<file path="config.mk">
export PLATFORM = sky130hd
export DESIGN_NAME = srm_device_flat
export DESIGN_NICKNAME = d
export VERILOG_FILES = /design/src/srm_pkg.sv /design/src/srm_link_if.sv /design/src/srm_device.sv /design/src/flat_wrapper.sv
export SDC_FILE = /design/constraint.sdc
export NUM_CORES = 1
export LEC_CHECK = 0
export BUFFER_PORTS_ARGS = -buffer_cell sky130_fd_sc_hd__buf_2
export CORE_MARGIN = 2
export CORE_UTILIZATION = 50
export CTS_CLUSTER_SIZE = 16
export DETAILED_ROUTE_END_ITERATION = 10
export PLACE_DENSITY_LB_ADDON = 0.3
export REMOVE_ABC_BUFFERS = 1
export SYNTH_ARGS = -nofsm -noshare
export SYNTH_HDL_FRONTEND = slang
export SYNTH_SLANG_ARGS = --single-unit
</file>
<file path="constraint.sdc">
create_clock -name CLK -period 2.5 [get_ports CLK]
set_input_delay 0.25 -clock CLK [delete_from_list [all_inputs] [get_ports CLK]]
set_output_delay 0.25 -clock CLK [all_outputs]
set_load 0.01 [all_outputs]
</file>
<file path="src/srm_pkg.sv">
// Shared constants for the serial register map: frame layout, register
// tables, reset and restart values, timing counts and state types.
// Assumes both link ends and the bench use every name through srm_pkg::.
package srm_pkg;
    // Frame layout: address byte first, then the data byte
    localparam int FRAME_BITS = 16;
    localparam int ADDR_BITS = 7;
    localparam int RW_BIT = 7;
    localparam int DATA_LSB = 8;
    localparam int BYTE_BITS = 8;

    // Control registers, read/write
    localparam int NUM_CTRL = 19;
    localparam logic [6:0] CTRL_ADDR [NUM_CTRL] = '{
        7'h01, 7'h02, 7'h03, 7'h04, 7'h05, 7'h06, 7'h07, 7'h08, 7'h09, 7'h0C,
        7'h0D, 7'h10, 7'h14, 7'h15, 7'h17, 7'h18, 7'h19, 7'h1C, 7'h1E};
    // Implemented bits; the rest are reserved and read zero
    localparam logic [7:0] CTRL_MASK [NUM_CTRL] = '{
        8'hFF, 8'hFB, 8'hF7, 8'hFB, 8'h20, 8'hC4, 8'hA7, 8'h3F, 8'h3F, 8'h77,
        8'h77, 8'h70, 8'h77, 8'h77, 8'hFF, 8'hFF, 8'hFF, 8'h05, 8'hFF};
    // Bits the device itself may update
    localparam logic [7:0] CTRL_HW_MASK [NUM_CTRL] = '{
        8'hFC, 8'h20, 8'h00, 8'h00, 8'h00, 8'h00, 8'h00, 8'h00, 8'h00, 8'h00,
        8'h00, 8'h00, 8'h00, 8'h00, 8'h00, 8'h00, 8'h00, 8'h00, 8'h00};
    // Power-on and soft reset values
    localparam logic [7:0] CTRL_POR [NUM_CTRL] = '{
        8'h00, 8'h00, 8'h00, 8'h00, 8'h00, 8'h00, 8'h00, 8'h00, 8'h00, 8'h00,
        8'h00, 8'h00, 8'h00, 8'h00, 8'h00, 8'h00, 8'h00, 8'h00, 8'h00};
    // Bits left unchanged on restart; all other bits restart to zero
    localparam logic [7:0] CTRL_KEEP [NUM_CTRL] = '{
        8'h23, 8'hD9, 8'hFF, 8'hFF, 8'hFF, 8'hFF, 8'hFF, 8'hFF, 8'hFF, 8'hFF,
        8'hFF, 8'hFF, 8'hFF, 8'hFF, 8'hFF, 8'hFF, 8'hFF, 8'hFF, 8'hFF};

    // Status registers, cleared by a read frame
    localparam int NUM_STAT = 10;
    localparam logic [6:0] STAT_ADDR [NUM_STAT] = '{
        7'h40, 7'h41, 7'h42, 7'h43, 7'h44, 7'h45, 7'h46, 7'h47, 7'h54, 7'h55};
    localparam logic [7:0] STAT_MASK [NUM_STAT] = '{
        8'h5F, 8'hFF, 8'h07, 8'hCF, 8'h67, 8'h00, 8'h77, 8'h30, 8'h0F, 8'h0F};
    // Power-on flag stands set after reset
    localparam logic [7:0] STAT_POR [NUM_STAT] = '{
        8'h00, 8'h80, 8'h00, 8'h00, 8'h00, 8'h00, 8'h00, 8'h00, 8'h00, 8'h00};

    // Plain read-only registers
    localparam logic [6:0] ADDR_WAKE_LEVELS = 7'h48;
    localparam logic [7:0] WAKE_LEVELS_MASK = 8'hE7;
    localparam logic [6:0] ADDR_FAMILY_ID = 7'h7E;

    // Mode field of the first control register
    localparam int MODE_SUPPLY_IDX = 0;
    localparam int MODE_MSB = 7;
    localparam int MODE_LSB = 6;
    localparam logic [1:0] MODE_SOFT_RESET = 2'h3;

    // Host command registers on APB
    localparam logic [7:0] APB_CMD_OFS = 8'h00;
    localparam logic [7:0] APB_STATUS_OFS = 8'h04;
    localparam int CMD_WR_BIT = 7;
    localparam int STATUS_BUSY_BIT = 0;
    localparam int STATUS_RDATA_LSB = 8;

    // Link timing
    localparam int CLK_PERIOD_NS = 25;
    localparam int SCLK_PERIOD_NS = 200;
    localparam int SCLK_HALF_CYCLES = SCLK_PERIOD_NS / (2 * CLK_PERIOD_NS);

    typedef enum logic {DEV_IDLE, DEV_SHIFT} srm_dev_state_t;
    typedef enum logic [2:0] {HST_IDLE, HST_LOW, HST_HIGH, HST_TAIL, HST_GAP} srm_hst_state_t;
endpackage

</file>
<file path="src/srm_link_if.sv">
// Serial link between the register-map device and its host controller.
// Assumes the host drives clock, select and data out; the device drives back.
`timescale 1ns/1ps
interface srm_link_if;
    logic sclk;
    logic cs_n;
    logic mosi;
    logic miso;
    modport dev (input sclk, input cs_n, input mosi, output miso);
    modport host (output sclk, output cs_n, output mosi, input miso);
endinterface

</file>
<file path="src/srm_device.sv">
// Device end: serial register bank with control, status and id registers.
// Assumes CLK well above the link clock; link pins arrive asynchronously.
`timescale 1ns/1ps
module srm_device #(
    parameter logic [7:0] FAM_PROD_ID = 8'h5A // Arbitrary identity value
) (
    // Clock, reset, enable
    input wire logic CLK,
    input wire logic RESET_N,
    input wire logic CE,
    // Serial link
    srm_link_if.dev LINK,
    // Device-side updates of hardware-updatable bits, and restart
    input wire logic HW_UPD_VALID,
    input wire logic [4:0] HW_UPD_IDX,
    input wire logic [7:0] HW_UPD_DATA,
    input wire logic RESTART,
    // Status events and live levels
    input wire logic [srm_pkg::NUM_STAT*8-1:0] STAT_SET,
    input wire logic [7:0] WAKE_LEVELS,
    // Register contents and soft reset out
    output logic [srm_pkg::NUM_CTRL*8-1:0] CTRL_OUT,
    output logic SOFT_RESET_OUT
);
    localparam int NC = srm_pkg::NUM_CTRL;
    localparam int NS = srm_pkg::NUM_STAT;

    // Table lookups, used for both the read path and the commit
    function automatic logic [5:0] ctl_find(input logic [6:0] a);
        logic [5:0] r;
        r = 6'h00;
        for (int k = 0; k < NC; k++) begin
            if (srm_pkg::CTRL_ADDR[k] == a) begin
                r = {1'b1, 5'(k)};
            end
        end
        return r;
    endfunction

    function automatic logic [4:0] stat_find(input logic [6:0] a);
        logic [4:0] r;
        r = 5'h00;
        for (int k = 0; k < NS; k++) begin
            if (srm_pkg::STAT_ADDR[k] == a) begin
                r = {1'b1, 4'(k)};
            end
        end
        return r;
    endfunction

    logic [2:0] sclk_sy_ff;
    logic [2:0] cs_sy_ff;
    logic [1:0] mosi_sy_ff;
    srm_pkg::srm_dev_state_t state_ff;
    logic [15:0] shift_ff;
    logic [4:0] cnt_ff;
    logic [7:0] tx_ff;
    logic miso_ff;
    logic soft_rst_ff;
    logic [7:0] lvl_sy_ff;
    logic [7:0] lvl_ff;
    logic [7:0] ctl_ff [NC];
    logic [7:0] st_ff [NS];
    logic [7:0] nxt_ctl [NC];
    logic [7:0] nxt_st [NS];

    // Edges of the synchronised link pins; stage 0 feeds only stage 1
    wire sclk_rise = sclk_sy_ff[1] & ~sclk_sy_ff[2];
    wire sclk_fall = ~sclk_sy_ff[1] & sclk_sy_ff[2];
    wire cs_fall = ~cs_sy_ff[1] & cs_sy_ff[2];
    wire cs_rise = cs_sy_ff[1] & ~cs_sy_ff[2];
    wire shifting = (state_ff == srm_pkg::DEV_SHIFT) & ~cs_sy_ff[1];

    // First byte as it completes, LSB first
    wire [7:0] first_byte = {mosi_sy_ff[1], shift_ff[15:9]};
    wire addr_done = shifting & sclk_rise & (cnt_ff == 5'h07);

    // Fields of the completed frame
    wire [6:0] acc_addr = shift_ff[srm_pkg::ADDR_BITS-1:0];
    wire acc_write = shift_ff[srm_pkg::RW_BIT];
    wire [7:0] acc_data = shift_ff[srm_pkg::DATA_LSB +: srm_pkg::BYTE_BITS];
    // Only a frame of exactly 16 bits takes effect
    wire commit = cs_rise & (state_ff == srm_pkg::DEV_SHIFT)
        & (cnt_ff == 5'(srm_pkg::FRAME_BITS));

    // Read path: old contents go out, unmapped reads zero
    wire [5:0] rd_c = ctl_find(first_byte[6:0]);
    wire [4:0] rd_s = stat_find(first_byte[6:0]);
    wire rd_lvl = first_byte[6:0] == srm_pkg::ADDR_WAKE_LEVELS;
    wire rd_id = first_byte[6:0] == srm_pkg::ADDR_FAMILY_ID;
    wire [7:0] rd_byte = rd_c[5] ? ctl_ff[rd_c[4:0]] :
        rd_s[4] ? st_ff[rd_s[3:0]] :
        rd_lvl ? lvl_ff :
        rd_id ? FAM_PROD_ID : 8'h00;

    // Commit path lookups
    wire [5:0] wr_c = ctl_find(acc_addr);
    wire [4:0] wr_s = stat_find(acc_addr);
    wire mode_wr = commit & acc_write & wr_c[5]
        & (wr_c[4:0] == 5'(srm_pkg::MODE_SUPPLY_IDX));
    wire soft_req = mode_wr
        & (acc_data[srm_pkg::MODE_MSB:srm_pkg::MODE_LSB] == srm_pkg::MODE_SOFT_RESET);

    // Control registers: soft reset, then restart, then updates
    for (genvar i = 0; i < NC; i++) begin : g_ctl
        wire host_wr = commit & acc_write & wr_c[5] & (wr_c[4:0] == 5'(i));
        wire hw_wr = HW_UPD_VALID & (HW_UPD_IDX == 5'(i));
        wire [7:0] wmask = srm_pkg::CTRL_MASK[i];
        wire [7:0] hmask = srm_pkg::CTRL_HW_MASK[i];
        wire [7:0] after_host = host_wr ? (acc_data & wmask) : ctl_ff[i];
        // Device update reaches only its own bits; it wins a same-cycle clash
        wire [7:0] after_hw = hw_wr ? ((after_host & ~hmask) | (HW_UPD_DATA & hmask))
            : after_host;
        assign nxt_ctl[i] = soft_rst_ff ? srm_pkg::CTRL_POR[i] :
            RESTART ? (ctl_ff[i] & srm_pkg::CTRL_KEEP[i]) : after_hw;
        assign CTRL_OUT[i*8 +: 8] = ctl_ff[i];

        always_ff @(posedge CLK or negedge RESET_N) begin
            if (!RESET_N) begin
                ctl_ff[i] <= srm_pkg::CTRL_POR[i];
            end else if (CE) begin
                ctl_ff[i] <= nxt_ctl[i];
            end
        end
    end

    // Status registers: a new event wins over the clear by a read
    for (genvar i = 0; i < NS; i++) begin : g_st
        wire [7:0] set = STAT_SET[i*8 +: 8] & srm_pkg::STAT_MASK[i];
        wire clr = commit & ~acc_write & wr_s[4] & (wr_s[3:0] == 4'(i));
        assign nxt_st[i] = soft_rst_ff ? (srm_pkg::STAT_POR[i] | set) :
            ((clr ? 8'h00 : st_ff[i]) | set);

        always_ff @(posedge CLK or negedge RESET_N) begin
            if (!RESET_N) begin
                st_ff[i] <= srm_pkg::STAT_POR[i];
            end else if (CE) begin
                st_ff[i] <= nxt_st[i];
            end
        end
    end

    // Two-flop synchronisers plus one history stage for edges
    always_ff @(posedge CLK or negedge RESET_N) begin
        if (!RESET_N) begin
            sclk_sy_ff <= 3'h0;
            cs_sy_ff <= 3'h7;
            mosi_sy_ff <= 2'h0;
        end else if (CE) begin
            sclk_sy_ff <= {sclk_sy_ff[1:0], LINK.sclk};
            cs_sy_ff <= {cs_sy_ff[1:0], LINK.cs_n};
            mosi_sy_ff <= {mosi_sy_ff[0], LINK.mosi};
        end
    end

    // Frame receiver and reply shifter
    always_ff @(posedge CLK or negedge RESET_N) begin
        if (!RESET_N) begin
            state_ff <= srm_pkg::DEV_IDLE;
            shift_ff <= 16'h0000;
            cnt_ff <= 5'h00;
            tx_ff <= 8'h00;
            miso_ff <= 1'b0;
        end else if (CE) begin
            if (cs_fall) begin
                state_ff <= srm_pkg::DEV_SHIFT;
                cnt_ff <= 5'h00;
                tx_ff <= 8'h00; // First byte of the reply is all zero
                miso_ff <= 1'b0;
            end else if (cs_rise) begin
                state_ff <= srm_pkg::DEV_IDLE;
            end else if (shifting && sclk_rise) begin
                shift_ff <= {mosi_sy_ff[1], shift_ff[15:1]};
                cnt_ff <= (cnt_ff == 5'h1F) ? cnt_ff : cnt_ff + 5'h01;
                if (addr_done) begin
                    tx_ff <= rd_byte; // Value before this frame's write
                end
            end else if (shifting && sclk_fall) begin
                miso_ff <= tx_ff[0];
                tx_ff <= {1'b0, tx_ff[7:1]};
            end
        end
    end

    // Soft reset pulse; wake levels come from pins, so two flops before use
    always_ff @(posedge CLK or negedge RESET_N) begin
        if (!RESET_N) begin
            soft_rst_ff <= 1'b0;
            lvl_sy_ff <= 8'h00;
            lvl_ff <= 8'h00;
        end else if (CE) begin
            soft_rst_ff <= soft_req;
            lvl_sy_ff <= WAKE_LEVELS;
            lvl_ff <= lvl_sy_ff & srm_pkg::WAKE_LEVELS_MASK;
        end
    end

    assign LINK.miso = miso_ff;
    assign SOFT_RESET_OUT = soft_rst_ff;
endmodule

</file>
<file path="src/flat_wrapper.sv">
// flat-port wrapper written by rule: the top's interface ports become plain ports
module srm_device_flat 
#(
    parameter logic [7:0] FAM_PROD_ID = 8'h5A                            
)
  (CLK, RESET_N, CE, HW_UPD_VALID, HW_UPD_IDX, HW_UPD_DATA, RESTART, STAT_SET, WAKE_LEVELS, CTRL_OUT, SOFT_RESET_OUT, LINK_sclk, LINK_cs_n, LINK_mosi, LINK_miso);
  srm_link_if LINK_i ();
  input wire logic CLK;
  input wire logic RESET_N;
  input wire logic CE;
  input wire logic HW_UPD_VALID;
  input wire logic [4:0] HW_UPD_IDX;
  input wire logic [7:0] HW_UPD_DATA;
  input wire logic RESTART;
  input wire logic [srm_pkg::NUM_STAT*8-1:0] STAT_SET;
  input wire logic [7:0] WAKE_LEVELS;
  output logic [srm_pkg::NUM_CTRL*8-1:0] CTRL_OUT;
  output logic SOFT_RESET_OUT;
  input wire logic [$bits(LINK_i.sclk)-1:0] LINK_sclk;
  input wire logic [$bits(LINK_i.cs_n)-1:0] LINK_cs_n;
  input wire logic [$bits(LINK_i.mosi)-1:0] LINK_mosi;
  output wire logic [$bits(LINK_i.miso)-1:0] LINK_miso;
  assign LINK_i.sclk = LINK_sclk;
  assign LINK_i.cs_n = LINK_cs_n;
  assign LINK_i.mosi = LINK_mosi;
  assign LINK_miso = LINK_i.miso;
  srm_device #(.FAM_PROD_ID(FAM_PROD_ID)) u_core (.CLK(CLK), .RESET_N(RESET_N), .CE(CE), .LINK(LINK_i), .HW_UPD_VALID(HW_UPD_VALID), .HW_UPD_IDX(HW_UPD_IDX), .HW_UPD_DATA(HW_UPD_DATA), .RESTART(RESTART), .STAT_SET(STAT_SET), .WAKE_LEVELS(WAKE_LEVELS), .CTRL_OUT(CTRL_OUT), .SOFT_RESET_OUT(SOFT_RESET_OUT));
endmodule
</file>
* After elaboration in Yosys (flattened, before gate mapping)
Cells that the tools add are included.
Operators by class: $add $sub $neg 1, multiply operators 0, div/mod/pow operators 0, $lt $le $gt $ge 2, eq/ne operators 97, shift-type cells 0, muxes and demuxes 162, bitwise logic cells 65, reductions and logical operators 57
Operators with widths (count):
- $mux W8 | 91
- $mux W6 | 38
- $eq A7 B7 Y1 const A | 20
- $mux W5 | 24
- $eq A5 B7 Y1 const A | 16
- $eq A3 B7 Y1 const A | 8
- $eq A4 B7 Y1 const A | 8
- $reduce_and A3 Y1 | 18
- $and A1 B1 Y1 | 45
- $reduce_bool A2 Y1 | 21
- $bmux W8 S5 | 1
- $eq A5 B4 Y1 const B | 8
- $bmux W8 S4 | 1
- $eq A2 B7 Y1 const A | 4
- $eq A5 B3 Y1 const B | 5
- $eq A5 B5 Y1 const B | 5
- $or A8 B7 Y8 | 3
- $eq A4 B3 Y1 const B | 4
- $or A8 B4 Y8 | 2
- $or A8 B6 Y8 | 2
- $or A8 B8 Y8 | 2
- $reduce_and A4 Y1 | 4
- $eq A1 B7 Y1 const A | 2
- $eq A7 B7 Y1 const B | 2
- other kinds (24) | 50
Word-level totals: bits in registers 286, latch bits 0, memory bits (writable) 0, memory bits (read-only) 0, bits of input ports 109, output and inout port bits 154, logic and storage cells 428, memories 0

* Logic depth before layout (Yosys ltp)
depth after elaboration 29, gate-level depth with buffers 12, mapped depth without buffers 10

* Least setup slack after synthesis
No wires, ideal clock.
path kind reg2reg, from register u_core.cs_sy_ff[1], to register u_core.ctl_ff, in the netlist u_core.CTRL_OUT[8], setup time 0.138 ns, arrival 2.501 ns, required time 2.362 ns, setup slack -0.139 ns, stages on the path, launching flop included 10, buffers on the path 1, period minus slack after synthesis 2.639 ns, cell sequence dfstp_2 -> ha_1 -> and4bb_1 -> nand4_1 -> nand2b_1 -> or4_1 -> buf_2 -> nor4_4 -> mux2i_1 -> o22ai_1
On the way: longest elaborated chain between the ends 11
Ends and longest elaborated chain:
- start: declaration | line srm_device.sv:52 | logic [2:0] cs_sy_ff;
- start signal: assignment | line srm_device.sv:151 | cs_sy_ff <= {cs_sy_ff[1:0], LINK.cs_n};
- $and A1 B1 Y1 * | line srm_device.sv:71 | wire cs_rise = cs_sy_ff[1] & ~cs_sy_ff[2];
- $and A1 B1 Y1 * | line srm_device.sv:83 | wire commit = cs_rise & (state_ff == srm_pkg::DEV_SHIFT)
- $and A1 B1 Y1 * | line srm_device.sv:84 | & (cnt_ff == 5'(srm_pkg::FRAME_BITS));
- $and A1 B1 Y1 * (3 in series) | line srm_device.sv:106 | wire host_wr = commit & acc_write & wr_c[5] & (wr_c[4:0] == 5'(i));
- $mux W8 * | line srm_device.sv:110 | wire [7:0] after_host = host_wr ? (acc_data & wmask) : ctl_ff[i];
- $or A8 B6 Y8 | line srm_device.sv:112 | wire [7:0] after_hw = hw_wr ? ((after_host & ~hmask) | (HW_UPD_DATA & hmask))
- $mux W8 * | line srm_device.sv:112
- $mux W8 * | line srm_device.sv:115 | RESTART ? (ctl_ff[i] & srm_pkg::CTRL_KEEP[i]) : after_hw;
- $mux W8 * | line srm_device.sv:114 | assign nxt_ctl[i] = soft_rst_ff ? srm_pkg::CTRL_POR[i] :
- end signal: indexed assignment | line srm_device.sv:120 | ctl_ff[i] <= srm_pkg::CTRL_POR[i];
- end signal: indexed assignment | line srm_device.sv:122 | ctl_ff[i] <= nxt_ctl[i];
- end: declaration | line srm_device.sv:62 | logic [7:0] ctl_ff [NC];
Mark *: on every way between the ends. The rest lies on a longest branch, timed or not. The select of a mux whose other input is x is not followed. A chain may end at the register's enable or synchronous reset.

* Final worst setup path
from register u_core.shift_ff[12], to register u_core.tx_ff[5]
On the way: longest elaborated chain between the ends 28, elaborated cells on any way between the ends 74, classes of those cells eq/ne: 30; mux: 42; bitwise: 2
Ends and longest elaborated chain:
- start: declaration | line srm_device.sv:55 | logic [15:0] shift_ff;
- start signal: assignment | line srm_device.sv:173 | shift_ff <= {mosi_sy_ff[1], shift_ff[15:1]};
- $eq A2 B7 Y1 | line srm_device.sv:33 | if (srm_pkg::CTRL_ADDR[k] == a) begin
- $mux W6 (18 in series) | line srm_device.sv:33
- $not A5 Y6 (not written as such) | line srm_device.sv:91 | wire [7:0] rd_byte = rd_c[5] ? ctl_ff[rd_c[4:0]] :
- $bmux W8 S5 | line srm_device.sv:91
- $mux W8 (not written as such) (2 in series) | line srm_device.sv:91
- $mux W8 * | line srm_device.sv:91
- $mux W8 * | line srm_device.sv:175 | if (addr_done) begin
- $mux W8 * | line srm_device.sv:172 | end else if (shifting && sclk_rise) begin
- $mux W8 * | line srm_device.sv:170 | end else if (cs_rise) begin
- $mux W8 * | line srm_device.sv:165 | if (cs_fall) begin
- end signal: assignment | line srm_device.sv:176 | tx_ff <= rd_byte;
- end signal: assignment | line srm_device.sv:180 | tx_ff <= {1'b0, tx_ff[7:1]};
- end: declaration | line srm_device.sv:57 | logic [7:0] tx_ff;
Marks and branches as above.

==> impl_results.md <==
* Status: complete, but fails checks
* Failing checks: negative setup slack
* DR vias/cell at ~6.3
* CTS sink cnt at 207
* Yosys reg bits at ~210
* Total grt overflow at 0
* Initial core utilization at 0.509
* Netlist cell types at 94
* CTS tree: yes
* Critical path class: reg2reg
* Final setup violating endpoints at 39
* Achievable Freq at 0.368 GHz
* Clock Path Buffers at 3
* Post-layout min period at around 2.7 ns
* Wire per inst at 23.1 µm
* Initial DRC Count at 1,256
* Dpl ws at -0.567 ns
* Vias at 12,600
* Post-route cell area at 17,500 µm²
* Period utilization at 1.09
* Final hold violation count at 0
* CP startpoint: u_core.shift_ff[12]
* Nets at approximately 1,800
* Startpoint Class: register
* Most numerous cell in the Yosys netlist: dfrtp_1
* Clock skew at between 0.01 and 0.015 ns
* Clk_lat worst skew at 0.53 ns
* HPWL after DPL at 30.2 mm
* VDD IR max at 0.565 mV
* Largest cells by area after synthesis: dfrtp_1 43%, mux2i_1 5.9%, mux2_2 5.4%, o21ai_0 4.6%, nand2_1 4.3%
* Clk slew on worst S/H paths at approximately 0.07 ns
* I/O pin total at between 200 and 300
* RSZ-0062 raised after global routing: yes
* Synth async-reset ratio at 1.00
* Vias in the first global route at 11,900
* HP Class: in2reg
* Number of nets with antenna violations after routing at 0
* Pwr/cell area at 766 nW/µm²
* Clock root cell: clkbuf_16
* Post-DP Area at about 15,000 µm²
* Most area-hungry cell type in the Yosys netlist: dfrtp_1
* Die Width at 158 µm
* Gr usage total at 0.351
* Worst Path Max Fanout at 5
* Initial antenna violation count at 0
* Largest net degree at the start of global routing at 104
* Syn Area/Cell at about 9.6 µm²
* Synth warn at 0
* First drt pass iteration count at 7
* Max Cap Viol at 0
* Post-synth EDFFs at 0
* Synth cell count leaders: 203 x dfrtp_1, 138 x nand2_1, 110 x o21ai_0
* Critical path endpoint category: register
* Netlist Area Pre-Place at 11,900 µm²
* Die Ht at between 150 and 200 µm
* Main synth FF type: dfrtp_1
* Critical Path AT at 3.18 ns
* Worst r2r src: u_core.shift_ff[12]
* WP data required at 2.95 ns
* Setup_tns at -2.46 ns
* Design Power at approximately 0.013 W
* # diodes at 0
* Drt drc at 0
* Global-route wire length before repair at 67.9 mm
* DIE AREA at 25,100 µm²
* Share of the synthesized area in the top cell type at 0.426
* Core footprint at 23,400 µm²
* Seq/Total Area, Yosys at 0.435
* R2R cell count at 11
* Pins Over Slew Limit at 0
* Area grow syn2layout at 46.6%
* Port bufs at 181
* Row Count at 56
* Slew @ Worst Pin at 0.735 ns
* H-tree level count at 1
* CTS buffer count at 24
* Gpl congestion at between 0.9 and 1
* Fill count at 1,541
* Leakage Power at between 8 and 9 nW
* Final WS setup at -0.221 ns
* Hold_sp: STAT_SET[18]
* Fin util at 0.746
* Final WL at ~47 mm
* Slew margin rel. at 0.510
* Hold Crit Depth at 2
* Mapped Cells at approximately 1,200
* Share of cells above drive strength 1 at 0.419
-- metal layers --
layer	global-route usage	vias up	wire, µm	share of wire
met1	0.465	6204	17900	0.38
li1	-	5389	-	-
met5	0	-	0	0
met2	0.561	844	21600	0.46
met4	0.134	0	2160	0.046
met3	0.0811	182	4940	0.11
-- critical path: stages (launching register included) --
cell	delay [ns]
dfrtp_2	0.44
buf_4	0.15
or4_4	0.53
buf_6	0.14
a21oi_4	0.13
buf_12	0.14
buf_4	0.13
buf_4	0.13
o31a_1	0.15
o2111ai_2	0.10
a311o_2	0.44
a21oi_2	0.13
-- what timing repair did --
item	in CTS	in global routing
hold endpoints to repair	126	0
gates cloned	3	1
hold buffers	53	0
gates resized for setup	95	191
endpoints found under the setup margin	96	145
buffers inserted	23	21
pin swaps	31	69
-- cells by family after synthesis --
group,Yosys count,synth area share
AOI/OAI and AO/OA,376,0.218
and+or+nand+nor,364,0.157
DFF,207,0.435
buffers and inverters,162,0.0696
muxes,127,0.113
adders and majority gates,5,0.00525
xor gates and xnor gates,3,0.00220
other,1,0.000315
-- cell usage in the layout, fill, tap and decap left out, types with 6 or more instances in the layout --
cell type,netlist,layout
nor3_4,1,6
a22oi_2,0,19
nand2_1,138,136
o22ai_1,16,14
buf_6,2,37
nor2_2,2,6
a21oi_1,40,30
o21ai_2,0,8
mux2_4,0,17
conb_1,1,41
nor2_1,62,52
mux2i_1,70,65
a22o_1,52,52
dlygate4sd3_1,0,53
mux2_2,57,40
nand3_2,3,8
nand4_1,9,9
clkbuf_1,51,7
o21ai_0,110,64
buf_12,0,21
inv_1,30,30
nand2b_1,13,9
buf_4,48,203
nor2_4,0,6
a31oi_1,7,6
and3_1,14,14
nor3_1,20,14
o21ai_1,15,51
nand3_1,21,15
nor4_1,11,6
buf_2,21,180
dfrtp_2,0,10
a22oi_1,45,26
clkbuf_16,0,26
dfrtp_1,203,193
nor2b_1,14,13
a21oi_2,0,10
a221oi_2,0,6
-- worst paths after layout --
kind	slack, ns	end
max in group asynchronous	1.42	u_core.shift_ff[13]
hold reg to reg	0.47	u_core.st_ff[71]
setup / recovery	-0.22	u_core.tx_ff[5]
min in group asynchronous	0.35	u_core.st_ff[64]
hold / removal	0.02	u_core.st_ff[58]
setup reg to reg	-0.22	u_core.tx_ff[5]
-- layout make-up --
| type | count | area (µm²) | share of cell area |
|---|---|---|---|
| sequential | 207 | 5200 | 0.298 |
| clock buffer | 35 | 693 | 0.0397 |
| timing repair buffer | 502 | 3920 | 0.225 |
| multi-input combinational | 916 | 6980 | 0.399 |
| inverter | 30 | 113 | 0.00645 |
| tap | 319 | 399 | 0.0228 |
| clock inverter | 8 | 168 | 0.00960 |
-- power by group --
group	total (W)	internal, W	switching, W
Sequential	0.00374	0.00354	0.000202
Clock	0.00390	0.00243	0.00147
Combinational	0.00575	0.00259	0.00315
-- sequential cells by signal, summed over array words and instances, names as in the netlist --
| name | cells |
|---|---|
| u_core.LINK.miso | 1 |
| u_core.cs_sy_ff | 3 |
| u_core.tx_ff | 8 |
| u_core.SOFT_RESET_OUT | 1 |
| u_core.CTRL_OUT | 111 |
| u_core.lvl_ff | 6 |
| u_core.state_ff | 1 |
| u_core.st_ff | 44 |
| u_core.mosi_sy_ff | 2 |
| u_core.cnt_ff | 5 |
| u_core.lvl_sy_ff | 6 |
| u_core.shift_ff | 16 |
| u_core.sclk_sy_ff | 3 |
-- per-stage QoR --
| step | std cells | hold WS (ns) |
|---|---|---|
| 4_1_cts | 1998 | 0.00839 |
| 6_report | 2017 | 0.0151 |
| 5_1_grt | 2017 | 0.0275 |
| 3_3_place_gp | 1876 | 0.363 |
| 3_5_place_dp | 1876 | 0.369 |
| 2_1_floorplan | 1153 | -0.0456 |
Power figures use the tool's default switching activity.
